<file path="config.mk">
export PLATFORM = sky130hd
export DESIGN_NAME = serial_port_ctrl
export DESIGN_NICKNAME = d
export VERILOG_FILES = /design/src/inc/serial_port_pkg.sv /design/src/verilog/serial_port_ctrl.sv
export SDC_FILE = /design/constraint.sdc
export NUM_CORES = 1
export LEC_CHECK = 0
export BUFFER_PORTS_ARGS = -buffer_cell sky130_fd_sc_hd__buf_2
export CAP_MARGIN = 20
export CORE_MARGIN = 5
export CORE_UTILIZATION = 40
export CTS_CLUSTER_DIAMETER = 50
export DETAILED_ROUTE_END_ITERATION = 6
export PLACE_DENSITY = 0.62
export SKIP_CTS_REPAIR_TIMING = 1
export SLEW_MARGIN = 15
export SYNTH_ARGS = -nofsm -noshare
export SYNTH_HDL_FRONTEND = slang
export SYNTH_SLANG_ARGS = --single-unit
</file>
<file path="constraint.sdc">
create_clock -name MCLK -period 4.9 [get_ports MCLK]
set_clock_uncertainty 0.1 [all_clocks]
set_input_delay 0.245 -clock MCLK [delete_from_list [all_inputs] [get_ports MCLK]]
set_output_delay 0.245 -clock MCLK [all_outputs]
set_load 0.02 [all_outputs]
</file>
<file path="src/inc/serial_port_pkg.sv">
// constants and types shared by the addressable serial port design
`default_nettype none
package serial_port_pkg;
  // register byte addresses on the APB
  localparam logic [7:0] ADDR_TXCTL = 8'h00;
  localparam logic [7:0] ADDR_RXCTL = 8'h04;
  localparam logic [7:0] ADDR_BAUD = 8'h08;
  localparam logic [7:0] ADDR_TXDATA = 8'h0C;
  localparam logic [7:0] ADDR_RXDATA = 8'h10;
  localparam logic [7:0] ADDR_STATUS = 8'h14;
  // transmit control field positions
  localparam int TX_CLKSRC = 7;
  localparam int TX_NINE = 6;
  localparam int TX_EN = 5;
  localparam int TX_SYNC = 4;
  localparam int TX_UNUSED = 3;
  localparam int TX_HIGH = 2;
  localparam int TX_EMPTY = 1;
  localparam int TX_NINTH = 0;
  // receive control field positions
  localparam int RX_PORT = 7;
  localparam int RX_NINE = 6;
  localparam int RX_SINGLE = 5;
  localparam int RX_CONT = 4;
  localparam int RX_ADDR = 3;
  // writable masks and read-only bit images
  localparam logic [7:0] TXCTL_WMASK = 8'hF5;
  localparam logic [7:0] RXCTL_WMASK = 8'hF8;
  localparam logic [7:0] TXCTL_EMPTY_BIT = 8'h02;
  localparam logic [7:0] RXCTL_FRAMING_ERROR_FLAG_BIT = 8'h04;
  localparam logic [7:0] RXCTL_OVERRUN_ERROR_FLAG_BIT = 8'h02;
  localparam logic [7:0] RXCTL_NINTH_BIT = 8'h01;
  // reset values
  localparam logic [7:0] TXCTL_RESET = 8'h00;
  localparam logic [7:0] RXCTL_RESET = 8'h00;
  localparam logic [7:0] BAUD_RESET = 8'h00;
  // baud ticks per bit for each mode
  localparam logic [6:0] TICKS_ASYNC_LOW = 7'h40;
  localparam logic [6:0] TICKS_ASYNC_HIGH = 7'h10;
  localparam logic [6:0] TICKS_SYNC = 7'h04;
  // word lengths
  localparam logic [3:0] BITS_8 = 4'h8;
  localparam logic [3:0] BITS_9 = 4'h9;
  // serial line sequencer states
  typedef enum logic [1:0] {
    ST_IDLE = 2'b00,
    ST_START = 2'b01,
    ST_DATA = 2'b10,
    ST_STOP = 2'b11
  } line_state_t;
  // one completed received word
  typedef struct packed {
    logic [7:0] data;
    logic ninth;
    logic stop_ok;
  } rx_word_t;
endpackage
`default_nettype wire

</file>
<file path="src/verilog/serial_port_ctrl.sv">
// control, status, baud generator and line sequencers of the addressable serial port
`default_nettype none
// Behaviour
// sync mode: clock source bit set means master clock, clear means slave
// transmit nine bits when nine-bit transmit select set, else eight
// transmit enable gates transmitter; sync receive enables override it
// mode select bit set gives synchronous, clear gives asynchronous operation
// high baud select picks divide-by-16 versus 64, async only
// shift register empty bit reads 1 when idle, resets to 1
// transmit ninth bit supplies bit nine of a nine-bit word
// port enable hands pins to the port; clear holds port in reset
// receive nine bits when nine-bit receive select set, else eight
// single receive starts one sync-master reception, cleared when done
// continuous receive switches receiver; in sync overrides single receive
// async nine-bit with address detect keeps only words with ninth bit 1
// framing error flag set on bad stop, updated by next loaded word
// overrun flag set on overrun, held until continuous receive cleared
// received ninth bit shown unchanged, no parity computed
// dedicated 8-bit free-running baud timer, period from divisor register
// any divisor write clears the baud timer at once
// bit rate is clock over 64, 16 or 4 times (n+1)
// receive level is majority of three samples per bit
// unused transmit control bit ignores writes and reads zero
// pin directions follow mode and operation automatically
// async frame: low start, data LSB first, high stop; low stop errs
module serial_port_ctrl (
  input wire logic MCLK,
  input wire logic RST_B,
  input wire logic PSEL,
  input wire logic PENABLE,
  input wire logic PWRITE,
  input wire logic [7:0] PADDR,
  input wire logic [31:0] PWDATA,
  output logic [31:0] PRDATA,
  output logic PREADY,
  output logic PSLVERR,
  input wire logic TXCK_PIN_IN,
  output logic TXCK_PIN_OUT,
  output logic TXCK_PIN_OE,
  input wire logic RXDT_PIN_IN,
  output logic RXDT_PIN_OUT,
  output logic RXDT_PIN_OE
);
  // baud ticks per bit for the current mode
  function automatic logic [6:0] ticks_per_bit(input logic is_sync, input logic high);
    if (is_sync) begin
      return serial_port_pkg::TICKS_SYNC;
    end else if (high) begin
      return serial_port_pkg::TICKS_ASYNC_HIGH;
    end else begin
      return serial_port_pkg::TICKS_ASYNC_LOW;
    end
  endfunction

  // two-of-three vote
  function automatic logic maj3(input logic [2:0] s);
    return (s[0] & s[1]) | (s[0] & s[2]) | (s[1] & s[2]);
  endfunction

  logic [7:0] txctl_r, rxctl_r, baud_r, baud_cnt_r, txbuf_r, rxbuf_r;
  logic txbuf_full_r, rxbuf_full_r, rxrd_full_r, framing_error_flag_r, overrun_error_flag_r, ninth_rx_r;
  logic pready_r, pslverr_r;
  logic [31:0] prdata_r;
  logic [2:0] rxh_r;
  logic [1:0] ck_hist_r;
  serial_port_pkg::line_state_t tx_st_r, rx_st_r;
  logic [8:0] tx_sh_r, rx_sh_r;
  logic [3:0] tx_cnt_r, rx_cnt_r;
  logic [6:0] tx_ph_r, rx_ph_r;
  logic tx_out_r, txck_out_r, txck_oe_r, rxdt_out_r, rxdt_oe_r;

  // apb decode
  wire setup = PSEL & ~PENABLE;
  wire access = PSEL & PENABLE & pready_r;
  wire wr_en = access & PWRITE;
  wire rd_en = access & ~PWRITE;
  wire hit_txctl = PADDR == serial_port_pkg::ADDR_TXCTL;
  wire hit_rxctl = PADDR == serial_port_pkg::ADDR_RXCTL;
  wire hit_baud = PADDR == serial_port_pkg::ADDR_BAUD;
  wire hit_txdata = PADDR == serial_port_pkg::ADDR_TXDATA;
  wire hit_rxdata = PADDR == serial_port_pkg::ADDR_RXDATA;
  wire hit_status = PADDR == serial_port_pkg::ADDR_STATUS;
  wire mapped = hit_txctl | hit_rxctl | hit_baud | hit_txdata | hit_rxdata | hit_status;
  wire wr_baud = wr_en & hit_baud;
  wire wr_rxctl = wr_en & hit_rxctl;

  // mode decode
  wire port_enable = rxctl_r[serial_port_pkg::RX_PORT];
  wire sync = txctl_r[serial_port_pkg::TX_SYNC];
  wire master = sync & txctl_r[serial_port_pkg::TX_CLKSRC];
  wire slave = sync & ~txctl_r[serial_port_pkg::TX_CLKSRC];
  wire nine_rx = rxctl_r[serial_port_pkg::RX_NINE];
  wire cont_rx = rxctl_r[serial_port_pkg::RX_CONT];
  wire single_rx = rxctl_r[serial_port_pkg::RX_SINGLE];
  // single receive counts only for a sync master; continuous wins
  wire rx_on = cont_rx | (master & single_rx);
  wire rx_run = port_enable & rx_on & ~overrun_error_flag_r;
  wire sync_rx = sync & rx_on;
  wire tx_allow = port_enable & txctl_r[serial_port_pkg::TX_EN] & ~sync_rx;
  wire [6:0] k = ticks_per_bit(sync, txctl_r[serial_port_pkg::TX_HIGH]);
  wire [6:0] k_last = k - 7'h01;
  wire [6:0] k_half = k >> 1;

  // register views
  wire tx_busy = tx_st_r != serial_port_pkg::ST_IDLE;
  wire rx_busy = rx_st_r != serial_port_pkg::ST_IDLE;
  wire [7:0] txctl_view = txctl_r | (tx_busy ? 8'h00 : serial_port_pkg::TXCTL_EMPTY_BIT);
  wire [7:0] rxctl_view = rxctl_r | (framing_error_flag_r ? serial_port_pkg::RXCTL_FRAMING_ERROR_FLAG_BIT : 8'h00)
                          | (overrun_error_flag_r ? serial_port_pkg::RXCTL_OVERRUN_ERROR_FLAG_BIT : 8'h00)
                          | (ninth_rx_r ? serial_port_pkg::RXCTL_NINTH_BIT : 8'h00);
  wire [31:0] rd_mux = hit_txctl ? {24'h000000, txctl_view}
                     : hit_rxctl ? {24'h000000, rxctl_view}
                     : hit_baud ? {24'h000000, baud_r}
                     : hit_rxdata ? {24'h000000, rxbuf_r}
                     : hit_status ? {30'h00000000, txbuf_full_r, rxbuf_full_r}
                     : 32'h00000000;

  // apb answer: ready in the cycle after setup, no wait states
  always_ff @(posedge MCLK or negedge RST_B) begin
    if (!RST_B) begin
      pready_r <= 1'b0;
      prdata_r <= 32'h00000000;
      pslverr_r <= 1'b0;
      rxrd_full_r <= 1'b0;
    end else begin
      pready_r <= setup;
      prdata_r <= (setup & ~PWRITE) ? rd_mux : 32'h00000000;
      pslverr_r <= setup & ~mapped;
      // only a read that saw a full buffer may empty it, so no word is lost
      rxrd_full_r <= setup & hit_rxdata & rxbuf_full_r;
    end
  end

  // software registers; read-only and unused bits masked off on write
  wire single_receive_enable_hw_clr;
  always_ff @(posedge MCLK or negedge RST_B) begin
    if (!RST_B) begin
      txctl_r <= serial_port_pkg::TXCTL_RESET;
      rxctl_r <= serial_port_pkg::RXCTL_RESET;
      baud_r <= serial_port_pkg::BAUD_RESET;
    end else begin
      if (wr_en & hit_txctl) begin
        txctl_r <= PWDATA[7:0] & serial_port_pkg::TXCTL_WMASK;
      end
      if (wr_baud) begin
        baud_r <= PWDATA[7:0];
      end
      if (wr_rxctl) begin
        rxctl_r <= PWDATA[7:0] & serial_port_pkg::RXCTL_WMASK;
      end else if (single_receive_enable_hw_clr) begin
        rxctl_r[serial_port_pkg::RX_SINGLE] <= 1'b0;
      end
    end
  end

  // free-running baud timer, one tick every baud_r+1 clocks
  wire tick = port_enable & (baud_cnt_r == baud_r);
  always_ff @(posedge MCLK or negedge RST_B) begin
    if (!RST_B) begin
      baud_cnt_r <= 8'h00;
    end else if (~port_enable | tick | wr_baud) begin
      baud_cnt_r <= 8'h00;
    end else begin
      baud_cnt_r <= baud_cnt_r + 8'h01;
    end
  end

  // pin history; inputs already synchronous, so plain sample registers
  always_ff @(posedge MCLK or negedge RST_B) begin
    if (!RST_B) begin
      rxh_r <= 3'h7;
      ck_hist_r <= 2'h0;
    end else begin
      rxh_r <= {rxh_r[1:0], RXDT_PIN_IN};
      ck_hist_r <= {ck_hist_r[0], TXCK_PIN_IN};
    end
  end
  wire rx_level = maj3(rxh_r);
  wire ck_rise = ck_hist_r == 2'h1;
  wire ck_fall = ck_hist_r == 2'h2;

  // transmit buffer; a write while full is dropped
  wire tx_load = ~tx_busy & txbuf_full_r & tx_allow;
  always_ff @(posedge MCLK or negedge RST_B) begin
    if (!RST_B) begin
      txbuf_r <= 8'h00;
      txbuf_full_r <= 1'b0;
    end else if (~port_enable) begin
      txbuf_full_r <= 1'b0;
    end else if (tx_load) begin
      txbuf_full_r <= 1'b0;
    end else if (wr_en & hit_txdata & ~txbuf_full_r) begin
      txbuf_r <= PWDATA[7:0];
      txbuf_full_r <= 1'b1;
    end
  end

  // transmit sequencer; slave shifts on the peer clock falling edge
  wire tx_adv = slave ? ck_fall : (tick & (tx_ph_r == k_last));
  always_ff @(posedge MCLK or negedge RST_B) begin
    if (!RST_B) begin
      tx_st_r <= serial_port_pkg::ST_IDLE;
      tx_sh_r <= 9'h000;
      tx_cnt_r <= 4'h0;
      tx_ph_r <= 7'h00;
      tx_out_r <= 1'b1;
    end else if (~port_enable | sync_rx) begin
      tx_st_r <= serial_port_pkg::ST_IDLE;
      tx_ph_r <= 7'h00;
      tx_out_r <= 1'b1;
    end else if (tx_load) begin
      tx_sh_r <= {txctl_r[serial_port_pkg::TX_NINTH], txbuf_r};
      tx_cnt_r <= txctl_r[serial_port_pkg::TX_NINE] ? serial_port_pkg::BITS_9
                                                    : serial_port_pkg::BITS_8;
      tx_ph_r <= 7'h00;
      tx_st_r <= sync ? serial_port_pkg::ST_DATA : serial_port_pkg::ST_START;
      tx_out_r <= sync ? txbuf_r[0] : 1'b0;
    end else if (tx_busy) begin
      if (tick) begin
        tx_ph_r <= (tx_ph_r == k_last) ? 7'h00 : tx_ph_r + 7'h01;
      end
      if (tx_adv) begin
        unique case (tx_st_r)
          serial_port_pkg::ST_START: begin
            tx_st_r <= serial_port_pkg::ST_DATA;
            tx_out_r <= tx_sh_r[0];
          end
          serial_port_pkg::ST_DATA: begin
            tx_sh_r <= tx_sh_r >> 1;
            tx_cnt_r <= tx_cnt_r - 4'h1;
            if (tx_cnt_r == 4'h1) begin
              tx_st_r <= sync ? serial_port_pkg::ST_IDLE : serial_port_pkg::ST_STOP;
              tx_out_r <= 1'b1;
            end else begin
              tx_out_r <= tx_sh_r[1];
            end
          end
          serial_port_pkg::ST_STOP: tx_st_r <= serial_port_pkg::ST_IDLE;
          serial_port_pkg::ST_IDLE: tx_st_r <= serial_port_pkg::ST_IDLE;
        endcase
      end
    end
  end

  // receive sequencer; async waits for a low voted level as start
  wire rx_begin = ~rx_busy & rx_run & (sync | ~rx_level);
  wire rx_take = slave ? ck_rise : (tick & (rx_ph_r == k_half));
  wire [8:0] rx_sh_in = {rx_level, rx_sh_r[8:1]};
  wire rx_last = (rx_st_r == serial_port_pkg::ST_DATA) & (rx_cnt_r == 4'h1);
  wire rx_done = rx_take & ((rx_st_r == serial_port_pkg::ST_STOP) | (rx_last & sync));
  wire [8:0] rx_bits = sync ? rx_sh_in : rx_sh_r;
  serial_port_pkg::rx_word_t rx_word;
  assign rx_word = {nine_rx ? rx_bits[7:0] : rx_bits[8:1], nine_rx & rx_bits[8],
                    sync | rx_level};
  always_ff @(posedge MCLK or negedge RST_B) begin
    if (!RST_B) begin
      rx_st_r <= serial_port_pkg::ST_IDLE;
      rx_sh_r <= 9'h000;
      rx_cnt_r <= 4'h0;
      rx_ph_r <= 7'h00;
    end else if (~rx_run) begin
      rx_st_r <= serial_port_pkg::ST_IDLE;
      rx_ph_r <= 7'h00;
    end else if (rx_begin) begin
      rx_st_r <= sync ? serial_port_pkg::ST_DATA : serial_port_pkg::ST_START;
      rx_cnt_r <= nine_rx ? serial_port_pkg::BITS_9 : serial_port_pkg::BITS_8;
      rx_ph_r <= 7'h00;
    end else if (rx_busy) begin
      if (tick) begin
        rx_ph_r <= (rx_ph_r == k_last) ? 7'h00 : rx_ph_r + 7'h01;
      end
      if (rx_take) begin
        unique case (rx_st_r)
          serial_port_pkg::ST_START: begin
            // high at start centre is a glitch, not a word
            rx_st_r <= rx_level ? serial_port_pkg::ST_IDLE : serial_port_pkg::ST_DATA;
          end
          serial_port_pkg::ST_DATA: begin
            rx_sh_r <= rx_sh_in;
            rx_cnt_r <= rx_cnt_r - 4'h1;
            if (rx_last) begin
              rx_st_r <= sync ? serial_port_pkg::ST_IDLE : serial_port_pkg::ST_STOP;
            end
          end
          serial_port_pkg::ST_STOP: rx_st_r <= serial_port_pkg::ST_IDLE;
          serial_port_pkg::ST_IDLE: rx_st_r <= serial_port_pkg::ST_IDLE;
        endcase
      end
    end
  end

  // receive buffer, error flags and address filter
  wire rx_keep = ~(~sync & nine_rx & rxctl_r[serial_port_pkg::RX_ADDR] & ~rx_word.ninth);
  wire rx_load = rx_done & rx_keep & ~rxbuf_full_r;
  wire rx_over = rx_done & rx_keep & rxbuf_full_r;
  wire rx_read = rd_en & hit_rxdata & rxrd_full_r;
  assign single_receive_enable_hw_clr = rx_done & master & single_rx & ~cont_rx;
  always_ff @(posedge MCLK or negedge RST_B) begin
    if (!RST_B) begin
      rxbuf_r <= 8'h00;
      ninth_rx_r <= 1'b0;
      framing_error_flag_r <= 1'b0;
      rxbuf_full_r <= 1'b0;
    end else if (~port_enable) begin
      rxbuf_full_r <= 1'b0;
      framing_error_flag_r <= 1'b0;
    end else if (rx_load) begin
      rxbuf_r <= rx_word.data;
      ninth_rx_r <= rx_word.ninth;
      framing_error_flag_r <= ~rx_word.stop_ok;
      rxbuf_full_r <= 1'b1;
    end else if (rx_read) begin
      rxbuf_full_r <= 1'b0;
    end
  end

  // overrun is sticky: a new overrun beats the clear
  always_ff @(posedge MCLK or negedge RST_B) begin
    if (!RST_B) begin
      overrun_error_flag_r <= 1'b0;
    end else if (~port_enable) begin
      overrun_error_flag_r <= 1'b0;
    end else if (rx_over) begin
      overrun_error_flag_r <= 1'b1;
    end else if (~cont_rx) begin
      overrun_error_flag_r <= 1'b0;
    end
  end

  // pin drivers; master clock high in the second half of each bit
  wire [6:0] act_ph = rx_busy ? rx_ph_r : tx_ph_r;
  wire ck_drive = master & (tx_busy | rx_busy) & (act_ph >= k_half);
  always_ff @(posedge MCLK or negedge RST_B) begin
    if (!RST_B) begin
      txck_oe_r <= 1'b0;
      txck_out_r <= 1'b1;
      rxdt_oe_r <= 1'b0;
      rxdt_out_r <= 1'b1;
    end else begin
      txck_oe_r <= port_enable & (sync ? master : txctl_r[serial_port_pkg::TX_EN]);
      txck_out_r <= sync ? ck_drive : tx_out_r;
      rxdt_oe_r <= port_enable & sync & tx_busy;
      rxdt_out_r <= tx_out_r;
    end
  end

  assign PRDATA = prdata_r;
  assign PREADY = pready_r;
  assign PSLVERR = pslverr_r;
  assign TXCK_PIN_OUT = txck_out_r;
  assign TXCK_PIN_OE = txck_oe_r;
  assign RXDT_PIN_OUT = rxdt_out_r;
  assign RXDT_PIN_OE = rxdt_oe_r;
endmodule // serial_port_ctrl
`default_nettype wire

</file>
==> Word level (Yosys, flattened, before mapping) <==
Index checks and enable logic that the tools add are counted.
{ "classes": {"n_reduce_logical": 28, "order_cmp": 1, "eq_ne": 28, "bitwise": 91, "add_sub_neg": 6, "muxes": 79} }
{ "ops": {"columns": ["op", "count"], "rows": [
  ["$mux W7", 13],
  ["$mux W8", 7],
  ["$and A1 B1 Y1", 52],
  ["$mux W9", 5],
  ["$mux W2", 16],
  ["$mux W4", 8],
  ["$mux W1", 26],
  ["$not A1 Y1", 20],
  ["$reduce_bool A2 Y1", 9],
  ["$eq A8 B4 Y1 const B", 2],
  ["$eq A8 B5 Y1 const B", 2],
  ["$or A8 B2 Y8", 2],
  ["$ne A3 B1 Y1 const B", 5],
  ["$or A1 B1 Y1", 15],
  ["$add A7 B1 Y7 const B", 2],
  ["$eq A7 B7 Y1", 2],
  ["$pmux W2 S3", 2],
  ["$reduce_and A3 Y1", 4],
  ["$eq A2 B2 Y1 const B", 5],
  ["$reduce_bool A3 Y1", 3],
  ["$add A8 B1 Y8 const B", 1],
  ["$eq A4 B1 Y1 const B", 2],
  ["$eq A8 B3 Y1 const B", 1],
  ["$eq A8 B8 Y1", 1],
  ["19 further kinds", 28]
]} }
{ "totals": {"output_inout_bits": 38, "wordCells": 264, "ff_bits": 113, "inputBits": 47} }

==> Depth between registers and ports, before layout <==
{ "depth": {"word_depth": 12, "depth_mapped": 10, "ltp_nobuf": 8} }

==> Worst setup path before layout <==
OpenSTA, ideal clock, no wires.
{ "synth_path": {"path_type": "reg2reg", "start": "reg txctl_r[2]", "end": "reg ninth_rx_r", "n_path_buf": 0, "required_time_ns": 4.675, "synth_period_minus_slack_ns": 2.651, "t_arrival_ns": 2.426, "setup_ns": 0.125, "setup_slack_ns": 2.249, "path_stages_with_launch": 7, "path_cell_list": "dfrtp_1 > or2_4 > or3b_4 > a2111oi_4 > o21ai_2 > nor4b_4 > mux2_2"} }
{ "synth_via": {"elab_chain_cells": 9} }
{ "synth_lines": {"columns": ["item", "line_no", "source"], "rows": [
  ["start: declaration", "serial_port_ctrl.sv:60", "logic [7:0] txctl_r, rxctl_r, baud_r, baud_cnt_r, txbuf_r, rxbuf_r;"],
  ["start signal: assignment", "serial_port_ctrl.sv:138", "txctl_r <= serial_port_pkg::TXCTL_RESET;"],
  ["start signal: assignment", "serial_port_ctrl.sv:143", "txctl_r <= PWDATA[7:0] & serial_port_pkg::TXCTL_WMASK;"],
  ["$mux W7", "serial_port_ctrl.sv:48", "end else if (high) begin"],
  ["$mux W7", "serial_port_ctrl.sv:46", "if (is_sync) begin"],
  ["$eq A7 B6 Y1", "serial_port_ctrl.sv:247", "wire rx_take = slave ? ck_rise : (tick & (rx_ph_r == k_half));"],
  ["$and A1 B1 Y1", "serial_port_ctrl.sv:247", null],
  ["$mux W1", "serial_port_ctrl.sv:247", null],
  ["$and A1 B1 Y1", "serial_port_ctrl.sv:250", "wire rx_done = rx_take & ((rx_st_r == serial_port_pkg::ST_STOP) | (rx_last & sync));"],
  ["$and A1 B1 Y1 (2 in series)", "serial_port_ctrl.sv:294", "wire rx_load = rx_done & rx_keep & ~rxbuf_full_r;"],
  ["$reduce_and A2 Y1 (no source line)", null, null],
  ["end signal: assignment", "serial_port_ctrl.sv:309", "ninth_rx_r <= rx_word.ninth;"],
  ["end: declaration", "serial_port_ctrl.sv:61", "logic txbuf_full_r, rxbuf_full_r, rxrd_full_r, framing_error_flag_r, overrun_error_flag_r, ninth_rx_r;"]
]} }
Every way passes these cells.
A chain may end at the register's enable or synchronous reset.

==> Worst setup path in the final report <==
{ "layout_path": {"start": "reg txctl_r[4]", "end": "reg rxbuf_r[5]"} }
{ "layout_via": {"elab_chain_cells": 8, "elab_cells_between_ends": 20, "classes_between": "eq/ne: 1; mux: 4; bitwise: 14; reduce/logical: 1"} }
{ "layout_lines": {"columns": ["item", "line_no", "source"], "rows": [
  ["$mux W7, or another cell as far along", "serial_port_ctrl.sv:46", null],
  ["$eq A7 B6 Y1, or another cell as far along", "serial_port_ctrl.sv:247", null],
  ["$and A1 B1 Y1, or another cell as far along", "serial_port_ctrl.sv:247", null],
  ["$mux W1 or $and A1 B1 Y1 (tied branches)", "serial_port_ctrl.sv:247, serial_port_ctrl.sv:293", null],
  ["$and A1 B1 Y1 or $not A1 Y1 (tied branches)", "serial_port_ctrl.sv:250, serial_port_ctrl.sv:293", null],
  ["$and A1 B1 Y1 (2 in series)", "serial_port_ctrl.sv:294", null],
  ["$reduce_and A2 Y1 (no source line)", null, null],
  ["end signal: assignment", "serial_port_ctrl.sv:308", "rxbuf_r <= rx_word.data;"],
  ["end: declaration", "serial_port_ctrl.sv:60", null]
]} }
Parallel ways exist; a longest one is shown, timed or not.

==> key figures <==
Cells and area
  • Area delta synth->final: 13.7%
  • Ant diodes: 0
  • Final net count: 691
  • Commonest non-fill, non-tap cells in the layout: dfrtp_1 (107), nand2_1 (52), nor2_1 (45), mux2_2 (43), a21oi_1 (37)
  • Layout cells sized above 1: 20.9%
  • Most common cell after layout, fill and taps aside: dfrtp_1
  • Fin cells: 833
  • # fillers: 1410

Flow run
  • Max-cap violation count: 0

Timing
  • Post-layout min period: 3.44 ns
  • Maximum clock frequency: 0.290 GHz
  • Fin. Hold Viols: 1
  • Setup Total Neg Slack: 0 ns
  • Tcrit/Tclk final: 70.3%
  • Final Max Tran Viols: 0
  • RSZ-0062 raised after global routing: no
  • Setup Viol. Count Final: 0
  • Slew @ Worst Pin: 0.987 ns
  • Slack of the critical path: 1.46 ns
  • Worst slew margin: 33.2%
  • Hold WS: -0.00292 ns

Drt
  • Drt first pass iters: 5
  • Met2 WL post-DR: 7180 um
  • Antenna viol nets, final: 0
  • Met3 wire length: 756 um
  • WL per Instance: 17.2 um
  • Routed WL: 14300 um
  • Initial DRC count: 379
  • M1 WL: 6060 um
  • Routed via count: 4640
  • DR top layer: met4
  • DR DRC count: 0
  • Vias per Instance: 5.57

Outcome
  • Outcome: finished, violations left
  • Failing checks: hold timing

Placed design
  • Dpl ws: 1.54 ns
  • IO buf count: 36
  • Dpl hpwl: 10200 um
  • Post-Place Cells: 798
  • Placer Congestion: 0.841

GRT
  • Global-route wire length before repair: 23600 um
  • Largest net degree at the start of global routing: 64
  • Total gr overflow: 0
  • Initial antenna violation count: 0
  • GRT Overall Usage: 16.7%
  • Vias in the first global route: 4562

Min path
  • Hold Crit Endpoint: PREADY$_DFF_PN0_
  • WHS Path Cells: 3
  • Min-delay src: PSEL
  • Worst hold path class: primary input to flop

Floorplan
  • FP Rows: 45
  • Io pins: 85
  • Die Span Y: 133 um
  • Core Region: 15100 um^2
  • Total die area: 17800 um^2
  • Initial core utilization: 40.4%
  • Die X: 133 um

Worst setup path
  • Critical R2R Launch: txctl_r[4]$_DFFE_PN0P_
  • Critical Path Start: txctl_r[4]$_DFFE_PN0P_
  • Kind of critical path: flop to flop
  • Worst reg-to-reg setup slack: 1.46 ns
  • RR Endpoint: rxbuf_r[5]$_DFFE_PN0P_
  • Critical Path AT: 3.65 ns
  • CP peak stage delay: 0.94 ns
  • Slowest CP cell: nor4b_1
  • Reg2Reg Depth: 5
  • CP Max Fanout: 17
  • Crit start category: flop
  • Worst EP required: 5.11 ns
  • CP endpoint kind: flop
  • Critical Path, Cell by Cell: inv_1 > nor4b_1 > o21ai_2 > nor4b_4 > mux2_2

Synthesis
  • EDFF count, synth: 0
  • Mapped Avg Cell Area: 10.1 um^2
  • Unique masters post-synth: 70
  • Post-synthesis cell count: 604
  • Predominant post-synthesis flop cell: dfrtp_1
  • Register area share after synthesis: 46.5%
  • Synth warn: 0
  • Netlist Area Pre-Place: 6100 um^2
  • Synthesized flop and latch total: 113
  • FFs w/ async S/R, synth: 100%

Clocking
  • H-Tree Depth: 4
  • CTS tree: built
  • Clk Latency, worst-skew pair: 0.42 ns
  • Cts bufs inserted: 17
  • Clock tree buffer depth: 2
  • CTS clk-pin slew, worst paths: 0.06 ns
  • Num Clock Sinks: 113
  • Root Driver: clkbuf_16

Power and ir drop
  • P_leak: 3.21 nW
  • Peak VDD IR: 0.253 mV
  • Pwr per Cell Area: 336 nW/um^2
final cells by class:
| cell class | instances | area, um^2 | share of cell area [%] |
|---|---|---|---|
| clock inverters | 12 | 133 | 1.91 |
| well taps | 188 | 235 | 3.39 |
| flip-flops and latches | 113 | 2840 | 40.9 |
| clock buffers | 20 | 447 | 6.44 |
| repair buffers | 43 | 243 | 3.50 |
| inverters | 21 | 78.8 | 1.14 |
| multi-input cells | 436 | 2960 | 42.7 |
report_power, final:
part / leakage (nW) / total (mW) / switching, mW / internal (mW)
clock network: 0.277 / 1.22 / 0.455 / 0.763
registers: 1.54 / 0.962 / 0.0150 / 0.947
logic: 1.40 / 0.149 / 0.113 / 0.0356
critical path: cells and delay by family, from the launching register on:
family                 cells  cell delay (ns)
and+or+nand+nor            2             1.60
AOI/OAI and AO/OA          1             0.20
buffers and inverters      1             0.36
muxes                      1             0.41
DFF                        1             0.67
through the flow:
stage | util, % | area [um^2] | power (mW)
floorplan | - | 6180 | 1.08
detailed placement | 41.9 | 6320 | 1.12
finish | 45.9 | 6930 | 2.33
global route | 45.9 | 6930 | 2.41
global placement | 41.9 | 6320 | 1.12
CTS | 45.7 | 6900 | 2.35
how the worst max path moves through the flow:
stage | end | slack (ns) | cells after the start
final | rxbuf_r[5]$_DFFE_PN0P_ | 1.46 | 5
after global placement | rxbuf_r[5]$_DFFE_PN0P_ | 1.56 | 5
after detailed placement | rxbuf_r[5]$_DFFE_PN0P_ | 1.54 | 5
after global routing | rxbuf_r[3]$_DFFE_PN0P_ | 1.22 | 5
after floorplan | ninth_rx_r$_DFFE_PN0P_ | 2.25 | 6
after CTS | rxbuf_r[5]$_DFFE_PN0P_ | 1.50 | 5
state kept, by name (all words and copies together), names as in the netlist, 2 cells and up:
| name | cells |
|---|---|
| txbuf_r | 8 |
| rx_st_r | 2 |
| baud_r | 8 |
| rxh_r | 3 |
| rx_cnt_r | 4 |
| tx_sh_r | 9 |
| ck_hist_r | 2 |
| tx_st_r | 2 |
| PRDATA | 8 |
| baud_cnt_r | 8 |
| tx_ph_r | 7 |
| rx_ph_r | 7 |
| rx_sh_r | 9 |
| rxctl_r | 5 |
| rxbuf_r | 8 |
| txctl_r | 6 |
| tx_cnt_r | 4 |
kinds of logic after synthesis:
group,count (synthesis),synth area share (%)
DFF,113,46.5
buffers and inverters,78,6.32
and+or+nand+nor,185,15.6
AOI/OAI and AO/OA,137,15.8
other,1,0.0615
muxes,57,10.2
adders and majority gates,13,2.63
xor gates and xnor gates,20,2.87
per-layer routing:
layer,global-route usage [%],up-vias
li1,-,2184
met1,21.1,2285
met4,7.54,0
met5,0,-
met3,4.15,23
met2,27.1,148
Yosys cell counts, drive strengths merged, types with 5 or more instances:
master	n	area share [%]
nor3	8	0.66
ha	12	2.5
a21oi	37	3.0
inv	20	1.2
o31ai	5	0.62
nor2	45	2.8
clkbuf	29	1.8
o21ai	28	2.4
mux2i	14	2.3
or2	7	0.76
buf	28	3.2
xor2	8	1.1
mux2	43	7.9
nor2b	8	0.82
a31oi	10	1.0
nand3b	5	0.62
a22oi	7	0.86
a221o	8	1.3
nand2	52	3.2
dfrtp	107	44
nand3	11	0.90
and3	19	1.9
xnor2	12	1.7
dfstp	6	2.6
Power figures use the tool's default switching activity.
